<file path="src/rtl/heat_seq_pkg.sv">
// constants and carrier types for the furnace heating sequencer
// Notes on behaviour
// - pressure switch must read open before start
// - inducer is first output energized
// - ignition only after pressure switch closes
// - series pressure switch opening gives code three
// - ignitor warms 17 s before gas valve
// - short stabilization, then check flame
// - continue only while flame at least 0.1 uA
// - amber warning while flame below 1.5 uA
// - blower on 30 s after flame sensed
// - drive heating blower output during heating
// - heat call ends: gas off, blower-off timing
// - inducer runs post purge then stops
// - flame must vanish right after valve closes (code checks flame once, one second after the valve closes)
// - blower-off delay chosen by jumper input
// - flash codes: 1/3 s pulses, 2 s gap
package heat_seq_pkg;
    // ------------------------------------------------------------
    // timing
    // ------------------------------------------------------------
    localparam int CLK_HZ = 40_000_000;
    localparam int SEC_TIME_S = 1;
    localparam int SEC_CYC = CLK_HZ * SEC_TIME_S;
    localparam int FLASH_DIV = 3;
    localparam int THIRD_CYC = (CLK_HZ + FLASH_DIV - 1) / FLASH_DIV;
    localparam int WARMUP_S = 17;
    localparam int BLOWER_ON_S = 30;
    localparam int STAB_S = 3;
    localparam int POST_PURGE_S = 5;
    localparam int PS_WAIT_S = 10;
    localparam int GAP_S = 2;
    localparam int GAP_THIRDS = GAP_S * FLASH_DIV;
    localparam logic [7:0] BOFF_S0 = 8'h3C;
    localparam logic [7:0] BOFF_S1 = 8'h5A;
    localparam logic [7:0] BOFF_S2 = 8'h78;
    localparam logic [7:0] BOFF_S3 = 8'hB4;
    // ------------------------------------------------------------
    // flame current, tenths of a microamp
    // ------------------------------------------------------------
    localparam logic [7:0] FLAME_MIN = 8'h01;
    localparam logic [7:0] FLAME_WEAK = 8'h0F;
    // ------------------------------------------------------------
    // fault codes
    // ------------------------------------------------------------
    localparam logic [3:0] FC_NONE = 4'h0;
    localparam logic [3:0] FC_FLAME_NOCALL = 4'h1;
    localparam logic [3:0] FC_PS_STUCK = 4'h2;
    localparam logic [3:0] FC_PS_OPEN = 4'h3;
    localparam logic [3:0] FC_NO_LIGHT = 4'h7;
    localparam logic [3:0] FC_FLAME_LOST = 4'h8;

    typedef struct packed {
        logic heat_call;
        logic press_closed;
        logic [7:0] flame_ua;
    } pins_t;

    typedef struct packed {
        logic inducer;
        logic ignitor;
        logic gas_valve;
        logic blower;
    } acts_t;

    typedef enum logic [2:0] {
        S_IDLE, S_PRECHK, S_INDUCE, S_WARMUP, S_STAB, S_RUN, S_SHUT
    } state_t;
endpackage : heat_seq_pkg

</file>
<file path="src/rtl/furnace_heating_sequencer.sv">
// heating sequencer: call for heat through ignition, run and shutdown
`timescale 1ns/1ps
`default_nettype none
module furnace_heating_sequencer #(
    parameter int SEC_CYC = heat_seq_pkg::SEC_CYC,
    parameter int THIRD_CYC = heat_seq_pkg::THIRD_CYC,
    parameter int STAB_S = heat_seq_pkg::STAB_S,
    parameter int POST_PURGE_S = heat_seq_pkg::POST_PURGE_S
) (
    // clock and reset
    input wire logic sys_clk_i,
    input wire logic nrst_i,
    // field inputs
    input wire heat_seq_pkg::pins_t pins_i,
    input wire logic [1:0] boff_sel_i,
    // actuators
    output var heat_seq_pkg::acts_t acts_o,
    // status
    output logic led_red_o,
    output logic led_green_o,
    output logic led_amber_o,
    output logic [3:0] fault_o
);
    // ------------------------------------------------------------
    // pin synchronisers
    // ------------------------------------------------------------
    heat_seq_pkg::pins_t s1_q, s2_q, s3_q, pins_q;
    always_ff @(posedge sys_clk_i or negedge nrst_i) begin
        if (!nrst_i) begin
            s1_q <= '0;
            s2_q <= '0;
            s3_q <= '0;
            pins_q <= '0;
        end else begin
            s1_q <= pins_i;
            s2_q <= s1_q;
            s3_q <= s2_q;
            // multi-bit flame reading only accepted once settled
            if (s2_q == s3_q) begin
                pins_q <= s3_q;
            end
        end
    end

    wire logic flame_ok = (pins_q.flame_ua >= heat_seq_pkg::FLAME_MIN);
    wire logic flame_weak = (pins_q.flame_ua < heat_seq_pkg::FLAME_WEAK);

    // ------------------------------------------------------------
    // state machine
    // ------------------------------------------------------------
    heat_seq_pkg::state_t state_q, state_d;
    logic [7:0] sec_q;
    logic [25:0] sdiv_q;
    logic sec_tick;
    logic [3:0] fault_q, fault_d;

    assign sec_tick = (sdiv_q == 26'(SEC_CYC - 1));

    always_comb begin
        state_d = state_q;
        fault_d = fault_q;
        case (state_q)
            heat_seq_pkg::S_IDLE: begin
                if (pins_q.heat_call) begin
                    state_d = heat_seq_pkg::S_PRECHK;
                end else if (flame_ok) begin
                    fault_d = heat_seq_pkg::FC_FLAME_NOCALL;
                end
            end
            heat_seq_pkg::S_PRECHK: begin
                if (!pins_q.heat_call) begin
                    state_d = heat_seq_pkg::S_IDLE;
                end else if (pins_q.press_closed) begin
                    fault_d = heat_seq_pkg::FC_PS_STUCK;
                end else begin
                    fault_d = heat_seq_pkg::FC_NONE;
                    state_d = heat_seq_pkg::S_INDUCE;
                end
            end
            heat_seq_pkg::S_INDUCE: begin
                if (!pins_q.heat_call) begin
                    state_d = heat_seq_pkg::S_SHUT;
                end else if (pins_q.press_closed) begin
                    state_d = heat_seq_pkg::S_WARMUP;
                end else if (sec_tick && sec_q == 8'(heat_seq_pkg::PS_WAIT_S - 1)) begin
                    fault_d = heat_seq_pkg::FC_PS_OPEN;
                    state_d = heat_seq_pkg::S_SHUT;
                end
            end
            heat_seq_pkg::S_WARMUP, heat_seq_pkg::S_STAB, heat_seq_pkg::S_RUN: begin
                if (!pins_q.heat_call) begin
                    state_d = heat_seq_pkg::S_SHUT;
                end else if (!pins_q.press_closed) begin
                    fault_d = heat_seq_pkg::FC_PS_OPEN;
                    state_d = heat_seq_pkg::S_SHUT;
                end else if (state_q == heat_seq_pkg::S_WARMUP) begin
                    if (sec_tick && sec_q == 8'(heat_seq_pkg::WARMUP_S - 1)) begin
                        state_d = heat_seq_pkg::S_STAB;
                    end
                end else if (state_q == heat_seq_pkg::S_STAB) begin
                    if (sec_tick && sec_q == 8'(STAB_S - 1)) begin
                        if (flame_ok) begin
                            state_d = heat_seq_pkg::S_RUN;
                        end else begin
                            fault_d = heat_seq_pkg::FC_NO_LIGHT;
                            state_d = heat_seq_pkg::S_SHUT;
                        end
                    end
                end else if (!flame_ok) begin
                    fault_d = heat_seq_pkg::FC_FLAME_LOST;
                    state_d = heat_seq_pkg::S_SHUT;
                end
            end
            heat_seq_pkg::S_SHUT: begin
                // flame still present one second after valve closed
                if (sec_tick && sec_q == 8'h00 && flame_ok) begin
                    fault_d = heat_seq_pkg::FC_FLAME_NOCALL;
                end
                if (sec_tick && sec_q == 8'(POST_PURGE_S - 1)) begin
                    state_d = heat_seq_pkg::S_IDLE;
                end
            end
            default: state_d = heat_seq_pkg::S_IDLE;
        endcase
    end

    always_ff @(posedge sys_clk_i or negedge nrst_i) begin
        if (!nrst_i) begin
            state_q <= heat_seq_pkg::S_IDLE;
            fault_q <= heat_seq_pkg::FC_NONE;
        end else begin
            state_q <= state_d;
            fault_q <= fault_d;
        end
    end

    // ------------------------------------------------------------
    // one-second timer, restarted on every state change
    // ------------------------------------------------------------
    always_ff @(posedge sys_clk_i or negedge nrst_i) begin
        if (!nrst_i) begin
            sdiv_q <= '0;
            sec_q <= '0;
        end else if (state_d != state_q) begin
            sdiv_q <= '0;
            sec_q <= '0;
        end else if (sec_tick) begin
            sdiv_q <= '0;
            sec_q <= (sec_q == 8'hFF) ? sec_q : sec_q + 8'h01;
        end else begin
            sdiv_q <= sdiv_q + 26'h0000001;
        end
    end

    // ------------------------------------------------------------
    // blower-off delay runs alongside post purge
    // ------------------------------------------------------------
    logic [7:0] boff_q;
    logic [25:0] bdiv_q;
    logic blower_run;
    assign blower_run = (state_q == heat_seq_pkg::S_RUN)
        && (sec_q >= 8'(heat_seq_pkg::BLOWER_ON_S));

    always_ff @(posedge sys_clk_i or negedge nrst_i) begin
        if (!nrst_i) begin
            boff_q <= '0;
            bdiv_q <= '0;
        end else if (blower_run && state_d != heat_seq_pkg::S_RUN) begin
            bdiv_q <= '0;
            case (boff_sel_i)
                2'h0: boff_q <= heat_seq_pkg::BOFF_S0;
                2'h1: boff_q <= heat_seq_pkg::BOFF_S1;
                2'h2: boff_q <= heat_seq_pkg::BOFF_S2;
                default: boff_q <= heat_seq_pkg::BOFF_S3;
            endcase
        end else if (boff_q != 8'h00) begin
            if (bdiv_q == 26'(SEC_CYC - 1)) begin
                bdiv_q <= '0;
                boff_q <= boff_q - 8'h01;
            end else begin
                bdiv_q <= bdiv_q + 26'h0000001;
            end
        end
    end

    // ------------------------------------------------------------
    // actuators
    // ------------------------------------------------------------
    heat_seq_pkg::acts_t acts_q;
    always_ff @(posedge sys_clk_i or negedge nrst_i) begin
        if (!nrst_i) begin
            acts_q <= '0;
        end else begin
            acts_q.inducer <= (state_d == heat_seq_pkg::S_INDUCE)
                || (state_d == heat_seq_pkg::S_WARMUP) || (state_d == heat_seq_pkg::S_STAB)
                || (state_d == heat_seq_pkg::S_RUN) || (state_d == heat_seq_pkg::S_SHUT);
            acts_q.ignitor <= (state_d == heat_seq_pkg::S_WARMUP)
                || (state_d == heat_seq_pkg::S_STAB);
            acts_q.gas_valve <= (state_d == heat_seq_pkg::S_STAB)
                || (state_d == heat_seq_pkg::S_RUN);
            // blower_run still holds on the edge that loads the off delay,
            // so the blower sees no one-cycle dip at the end of the call
            acts_q.blower <= blower_run || (boff_q != 8'h00);
        end
    end
    assign acts_o = acts_q;
    assign fault_o = fault_q;

    // ------------------------------------------------------------
    // status led: codes, weak flame, heat call, standby
    // ------------------------------------------------------------
    logic [23:0] tdiv_q;
    logic [4:0] fl_q;
    logic slow_q, red_q, grn_q, amb_q;
    wire logic third_tick = (tdiv_q == 24'(THIRD_CYC - 1));
    wire logic [4:0] fl_len = {fault_q, 1'b0} + 5'(heat_seq_pkg::GAP_THIRDS);

    always_ff @(posedge sys_clk_i or negedge nrst_i) begin
        if (!nrst_i) begin
            tdiv_q <= '0;
            fl_q <= '0;
            slow_q <= 1'b0;
        end else if (third_tick) begin
            tdiv_q <= '0;
            fl_q <= (fl_q >= fl_len - 5'h01) ? 5'h00 : fl_q + 5'h01;
            if (fl_q[1:0] == 2'h2 || fl_q == fl_len - 5'h01) begin
                slow_q <= ~slow_q;
            end
        end else begin
            tdiv_q <= tdiv_q + 24'h000001;
        end
    end

    always_ff @(posedge sys_clk_i or negedge nrst_i) begin
        if (!nrst_i) begin
            red_q <= 1'b0;
            grn_q <= 1'b0;
            amb_q <= 1'b0;
        end else begin
            // dark gap is the tail of the count, after 2n thirds
            red_q <= (fault_q != heat_seq_pkg::FC_NONE)
                && (fl_q < {fault_q, 1'b0}) && !fl_q[0];
            grn_q <= (fault_q == heat_seq_pkg::FC_NONE) && !pins_q.heat_call && slow_q;
            if (fault_q != heat_seq_pkg::FC_NONE || !pins_q.heat_call) begin
                amb_q <= 1'b0;
            end else if (state_q == heat_seq_pkg::S_RUN && flame_weak) begin
                amb_q <= !fl_q[0];
            end else begin
                amb_q <= slow_q;
            end
        end
    end
    assign led_red_o = red_q;
    assign led_green_o = grn_q;
    assign led_amber_o = amb_q;

    // ------------------------------------------------------------
    // assertions
    // ------------------------------------------------------------
    a_no_start_closed: assert property (@(posedge sys_clk_i) disable iff (!nrst_i)
        state_q == heat_seq_pkg::S_PRECHK && pins_q.press_closed
        |=> state_q != heat_seq_pkg::S_INDUCE)
        else $error("sequence started with pressure switch closed");
    a_inducer_first: assert property (@(posedge sys_clk_i) disable iff (!nrst_i)
        $rose(acts_o.ignitor) |-> acts_o.inducer && $past(acts_o.inducer))
        else $error("ignitor before inducer");
    a_ign_needs_press: assert property (@(posedge sys_clk_i) disable iff (!nrst_i)
        $rose(acts_o.ignitor) |-> $past(pins_q.press_closed))
        else $error("ignition without pressure proof");
    a_press_open_code: assert property (@(posedge sys_clk_i) disable iff (!nrst_i)
        acts_o.gas_valve && pins_q.heat_call && !pins_q.press_closed
        |=> fault_q == heat_seq_pkg::FC_PS_OPEN ##1 !acts_o.gas_valve)
        else $error("pressure loss not handled");
    a_warmup_length: assert property (@(posedge sys_clk_i) disable iff (!nrst_i)
        $rose(acts_o.gas_valve) |-> $past(state_q) == heat_seq_pkg::S_WARMUP
        && $past(sec_q) == 8'(heat_seq_pkg::WARMUP_S - 1))
        else $error("gas valve opened before warm-up end");
    a_low_flame_off: assert property (@(posedge sys_clk_i) disable iff (!nrst_i)
        state_q == heat_seq_pkg::S_RUN && !flame_ok |=> ##1 !acts_o.gas_valve)
        else $error("gas kept open without flame");
    a_blower_delay: assert property (@(posedge sys_clk_i) disable iff (!nrst_i)
        $rose(acts_o.blower) |-> $past(sec_q) >= 8'(heat_seq_pkg::BLOWER_ON_S)
        && $past(state_q) == heat_seq_pkg::S_RUN)
        else $error("blower started before delay");
    a_gas_off_call: assert property (@(posedge sys_clk_i) disable iff (!nrst_i)
        acts_o.gas_valve && !pins_q.heat_call |=> !acts_o.gas_valve)
        else $error("gas valve not closed at end of call");
    a_post_purge: assert property (@(posedge sys_clk_i) disable iff (!nrst_i)
        $fell(acts_o.inducer) |-> $past(state_q, 2) == heat_seq_pkg::S_SHUT)
        else $error("inducer stopped without post purge");
    a_stab_fail: assert property (@(posedge sys_clk_i) disable iff (!nrst_i)
        state_q == heat_seq_pkg::S_STAB && state_d == heat_seq_pkg::S_SHUT
        |=> !acts_o.gas_valve && !acts_o.ignitor)
        else $error("failed trial left valve or ignitor on");
    a_blower_no_gap: assert property (@(posedge sys_clk_i) disable iff (!nrst_i)
        blower_run && state_d != heat_seq_pkg::S_RUN |=> acts_o.blower [*2])
        else $error("blower dropped when call ended");
    a_flame_after_off: assert property (@(posedge sys_clk_i) disable iff (!nrst_i)
        state_q == heat_seq_pkg::S_SHUT && sec_tick && sec_q == 8'h00 && flame_ok
        |=> fault_q == heat_seq_pkg::FC_FLAME_NOCALL)
        else $error("lingering flame after valve close not flagged");
endmodule : furnace_heating_sequencer
`default_nettype wire

</file>
<file path="config.mk">
export PLATFORM = sky130hd
export DESIGN_NAME = furnace_heating_sequencer
export DESIGN_NICKNAME = d
export VERILOG_FILES = /design/src/rtl/heat_seq_pkg.sv /design/src/rtl/furnace_heating_sequencer.sv
export SDC_FILE = /design/constraint.sdc
export NUM_CORES = 1
export LEC_CHECK = 0
export ABC_AREA = 1
export CORE_AREA = 2 2 124 126
export DETAILED_ROUTE_END_ITERATION = 8
export DIE_AREA = 0 0 126 128
export DONT_BUFFER_PORTS = 1
export PLACE_DENSITY = 0.83
export SLEW_MARGIN = 5
export SYNTH_ARGS = -nofsm -noshare
export SYNTH_HDL_FRONTEND = slang
export SYNTH_SLANG_ARGS = --single-unit
</file>
<file path="constraint.sdc">
create_clock -name sys_clk_i -period 2.1 [get_ports sys_clk_i]
set_input_delay 0.105 -clock sys_clk_i [delete_from_list [all_inputs] [get_ports sys_clk_i]]
set_output_delay 0.105 -clock sys_clk_i [all_outputs]
set_load 0.005 [all_outputs]
</file>
==> impl_results.md <==
- Top_reg_cell synth: dfrtp_1
- Via count: 8022
- TritonCTS clock tree: yes
- Initial antenna violation count: 0
- Slew headroom: 0.6830
- P&R area growth vs syn: 30.79%
- Failing checks: negative hold slack, negative setup slack
- Share of cells above drive strength 1: 0.2517
- Synth area leader: dfrtp_1
- Synthesized instance count: 1049
- Synthesis Warnings: 0
- I/O pins: 25
- Fillers: 969
- Peak VDD IR: 721.5 uV
- Worst skew pair latency: 0.43 ns
- Placed insts: 1328
- Avg WL per Cell: 16.75 um
- Initial cell density of the core: 0.5664
- Syn Nets: 1087
- Pwr per Cell Area: 812.3 mW/mm^2
- Largest net degree at the start of global routing: 153
- Pwr Total: 0.008945 W
- Multi-input gate area: 0.004579 mm^2
- RePlAce Congestion: 0.9632
- Worst EP arrival: 2.95 ns
- Hold_buf cts: 10
- Placement Rows: 45
- Ranking of synthesized cells by area: dfrtp_1 (45%), nand2_1 (9.6%), inv_1 (6.1%)
- Area share of the largest cell type after synthesis: 0.4518
- Slew @ Worst Pin: 0.4705 ns
- Crit path launch type: flop
- Most frequent cells in the layout: nand2_1 (190), dfrtp_1 (152), inv_1 (131)
- Width of the die: 126 um
- Starting DRT DRC Count: 844
- Lkg Pwr: 5.117 nW
- Clk slew on worst S/H paths: 0.06 ns
- DRT antenna net count: 0
- Worst Skew: 0.006803 ns
- Final Non-Filler Cells: 1396
- CORE AREA: 0.01486 mm^2
- WP data required: 2.44 ns
- Fraction of registers with async set/reset: 1.000
- Die area: 0.01613 mm^2
- Status: finished, violations left
- Post-place setup slack: -0.2227 ns
- Post-synthesis cell area: 0.008419 mm^2
- Worst Setup Path Type: flop to flop
- Worst hold slack: -0.6360 ns
- I/O Buffers: 0
- Vias in the first global route: 7578
- Fin crit share: 1.241
- RSZ-0062 raised after global routing: yes
- Slew Limit Fails: 0
- Drt drc: 0
- Register area share after synthesis: 0.4518
- Syn Area/Cell: 8.026 um^2
- Commonest non-fill, non-tap cell in the layout: nand2_1
- Largest fanout on the critical path: 6
- Crit end category: flop
- Hold Vio Cnt, Final: 152
- DP HPWL: 13990 um
- Final critical-path required period: 2.606 ns
- Nets: 1233
- Routed wire length: 23380 um
- Flip-flop and latch area: 0.003804 mm^2
- FF+latch count, synth: 152
- Post-synth EDFFs: 0
- # setup viols final: 76
- CTS H-tree depth: 4
- FMAX: 383.7 MHz
- Max clock buf depth: 2
- DRT Pass-1 Iters: 6
- Antenna diodes: 0
- Netlist cell types: 45
- CTS sink cnt: 152
- Clock Tree Root: clkbuf_16
- Final global-route overflow total: 0
- GRT Overall Usage: 0.2712
- First-pass GRT wire length: 35310 um
- Hold crit path type: primary input to async pin
- Total CTS buffers: 17
- Post-DR vias/cell: 5.746
- Final WS setup: -0.5064 ns
- Maxcap violations: 0
- Die H: 128 um
-- power breakdown --
part | switching, W | total, W | internal, W
clock | 0.00130 | 0.00308 | 0.00178
sequential | 0.000109 | 0.00318 | 0.00307
combinational | 0.00152 | 0.00269 | 0.00117
total | 0.00293 | 0.00894 | 0.00602
-- cell type report --
cell class,instances,share of cell area
Inverter,142,0.04886
Sequential cell,152,0.3454
Clock inverter,14,0.01477
Timing Repair Buffer,143,0.1148
Clock buffer,18,0.03897
Tap cell,188,0.02136
Multi-Input combinational cell,739,0.4159
-- kinds of logic after synthesis --
logic type,synth area share
DFF,0.4518
buffers and inverters,0.07535
and+or+nand+nor,0.3171
xor gates and xnor gates,0.06257
AOI/OAI and AO/OA,0.05751
adders and majority gates,0.03567
-- critical path, stage by stage (launching register included) --
cell and delay (ns):
dfrtp_1 0.40, buf_4 0.15, nor2_1 0.15, nand2_1 0.11, nor3b_1 0.32, nand3_2 0.13, nand2_1 0.10, nand2_1 0.05
nand2_1 0.07, inv_1 0.06, nand2_2 0.07, nand2_4 0.08, xor2_4 0.27, nand2_4 0.16, buf_4 0.17, nor3b_2 0.19
-- final timing paths --
check                         startpoint         to  slack, ns  cells after the start
setup / recovery              sdiv_q[16]  sdiv_q[4]      -0.51                     15
hold / removal                    nrst_i    s2_q[2]      -0.64                      0
setup reg to reg              sdiv_q[16]  sdiv_q[4]      -0.51                     15
hold reg to reg                  s1_q[9]    s2_q[9]       0.35                      0
max in group asynchronous         nrst_i  boff_q[4]       2.43                      0
min in group sys_clk_i     boff_sel_i[0]  boff_q[5]       0.09                      6
-- cell usage after synthesis, drive strengths merged, types with 9 or more instances --
| master | instances |
|---|---|
| nor4 | 19 |
| dfrtp | 152 |
| nor3 | 32 |
| xnor2 | 14 |
| xor2 | 44 |
| nand2 | 223 |
| nor2 | 133 |
| ha | 24 |
| clkbuf | 10 |
| o21ai | 40 |
| nand4 | 48 |
| inv | 142 |
| o211ai | 10 |
| buf | 9 |
| nand3 | 91 |
| a21oi | 19 |
-- metrics by stage --
step | instance area [um^2] | TNS (ns) | utilization
2_1_floorplan | 8447 | -0.3882 | -
3_3_place_gp | 9410 | -2.787 | 0.6331
3_5_place_dp | 9410 | -10.33 | 0.6331
4_1_cts | 10550 | -13.33 | 0.7097
5_1_grt | 11010 | -35.31 | 0.7408
6_report | 11010 | -25.41 | 0.7408
-- routing by layer --
metal,GRT usage,part of all wire
met5,0,0
met4,0.09050,0.028
met3,0.05384,0.068
met2,0.4658,0.51
met1,0.3460,0.40
-- flip-flops by register name (all words and copies together) (netlist names) --
signal and flops:
boff_q 8, sdiv_q 26, s1_q 10, led_amber_o 1, s3_q 10, led_red_o 1
fault_o 4, slow_q 1, pins_q 10, bdiv_q 26, acts_o 4, tdiv_q 24
led_green_o 1, state_q 3, s2_q 10, sec_q 8, fl_q 5
-- what timing repair did --
action	in CTS	in global routing
setup buffers	14	9
gates cloned	4	4
endpoints found under the setup margin	78	89
endpoints found under the hold margin	162	152
resized for setup	68	95
pin swaps	18	40
(Power assumes the default switching activity.)
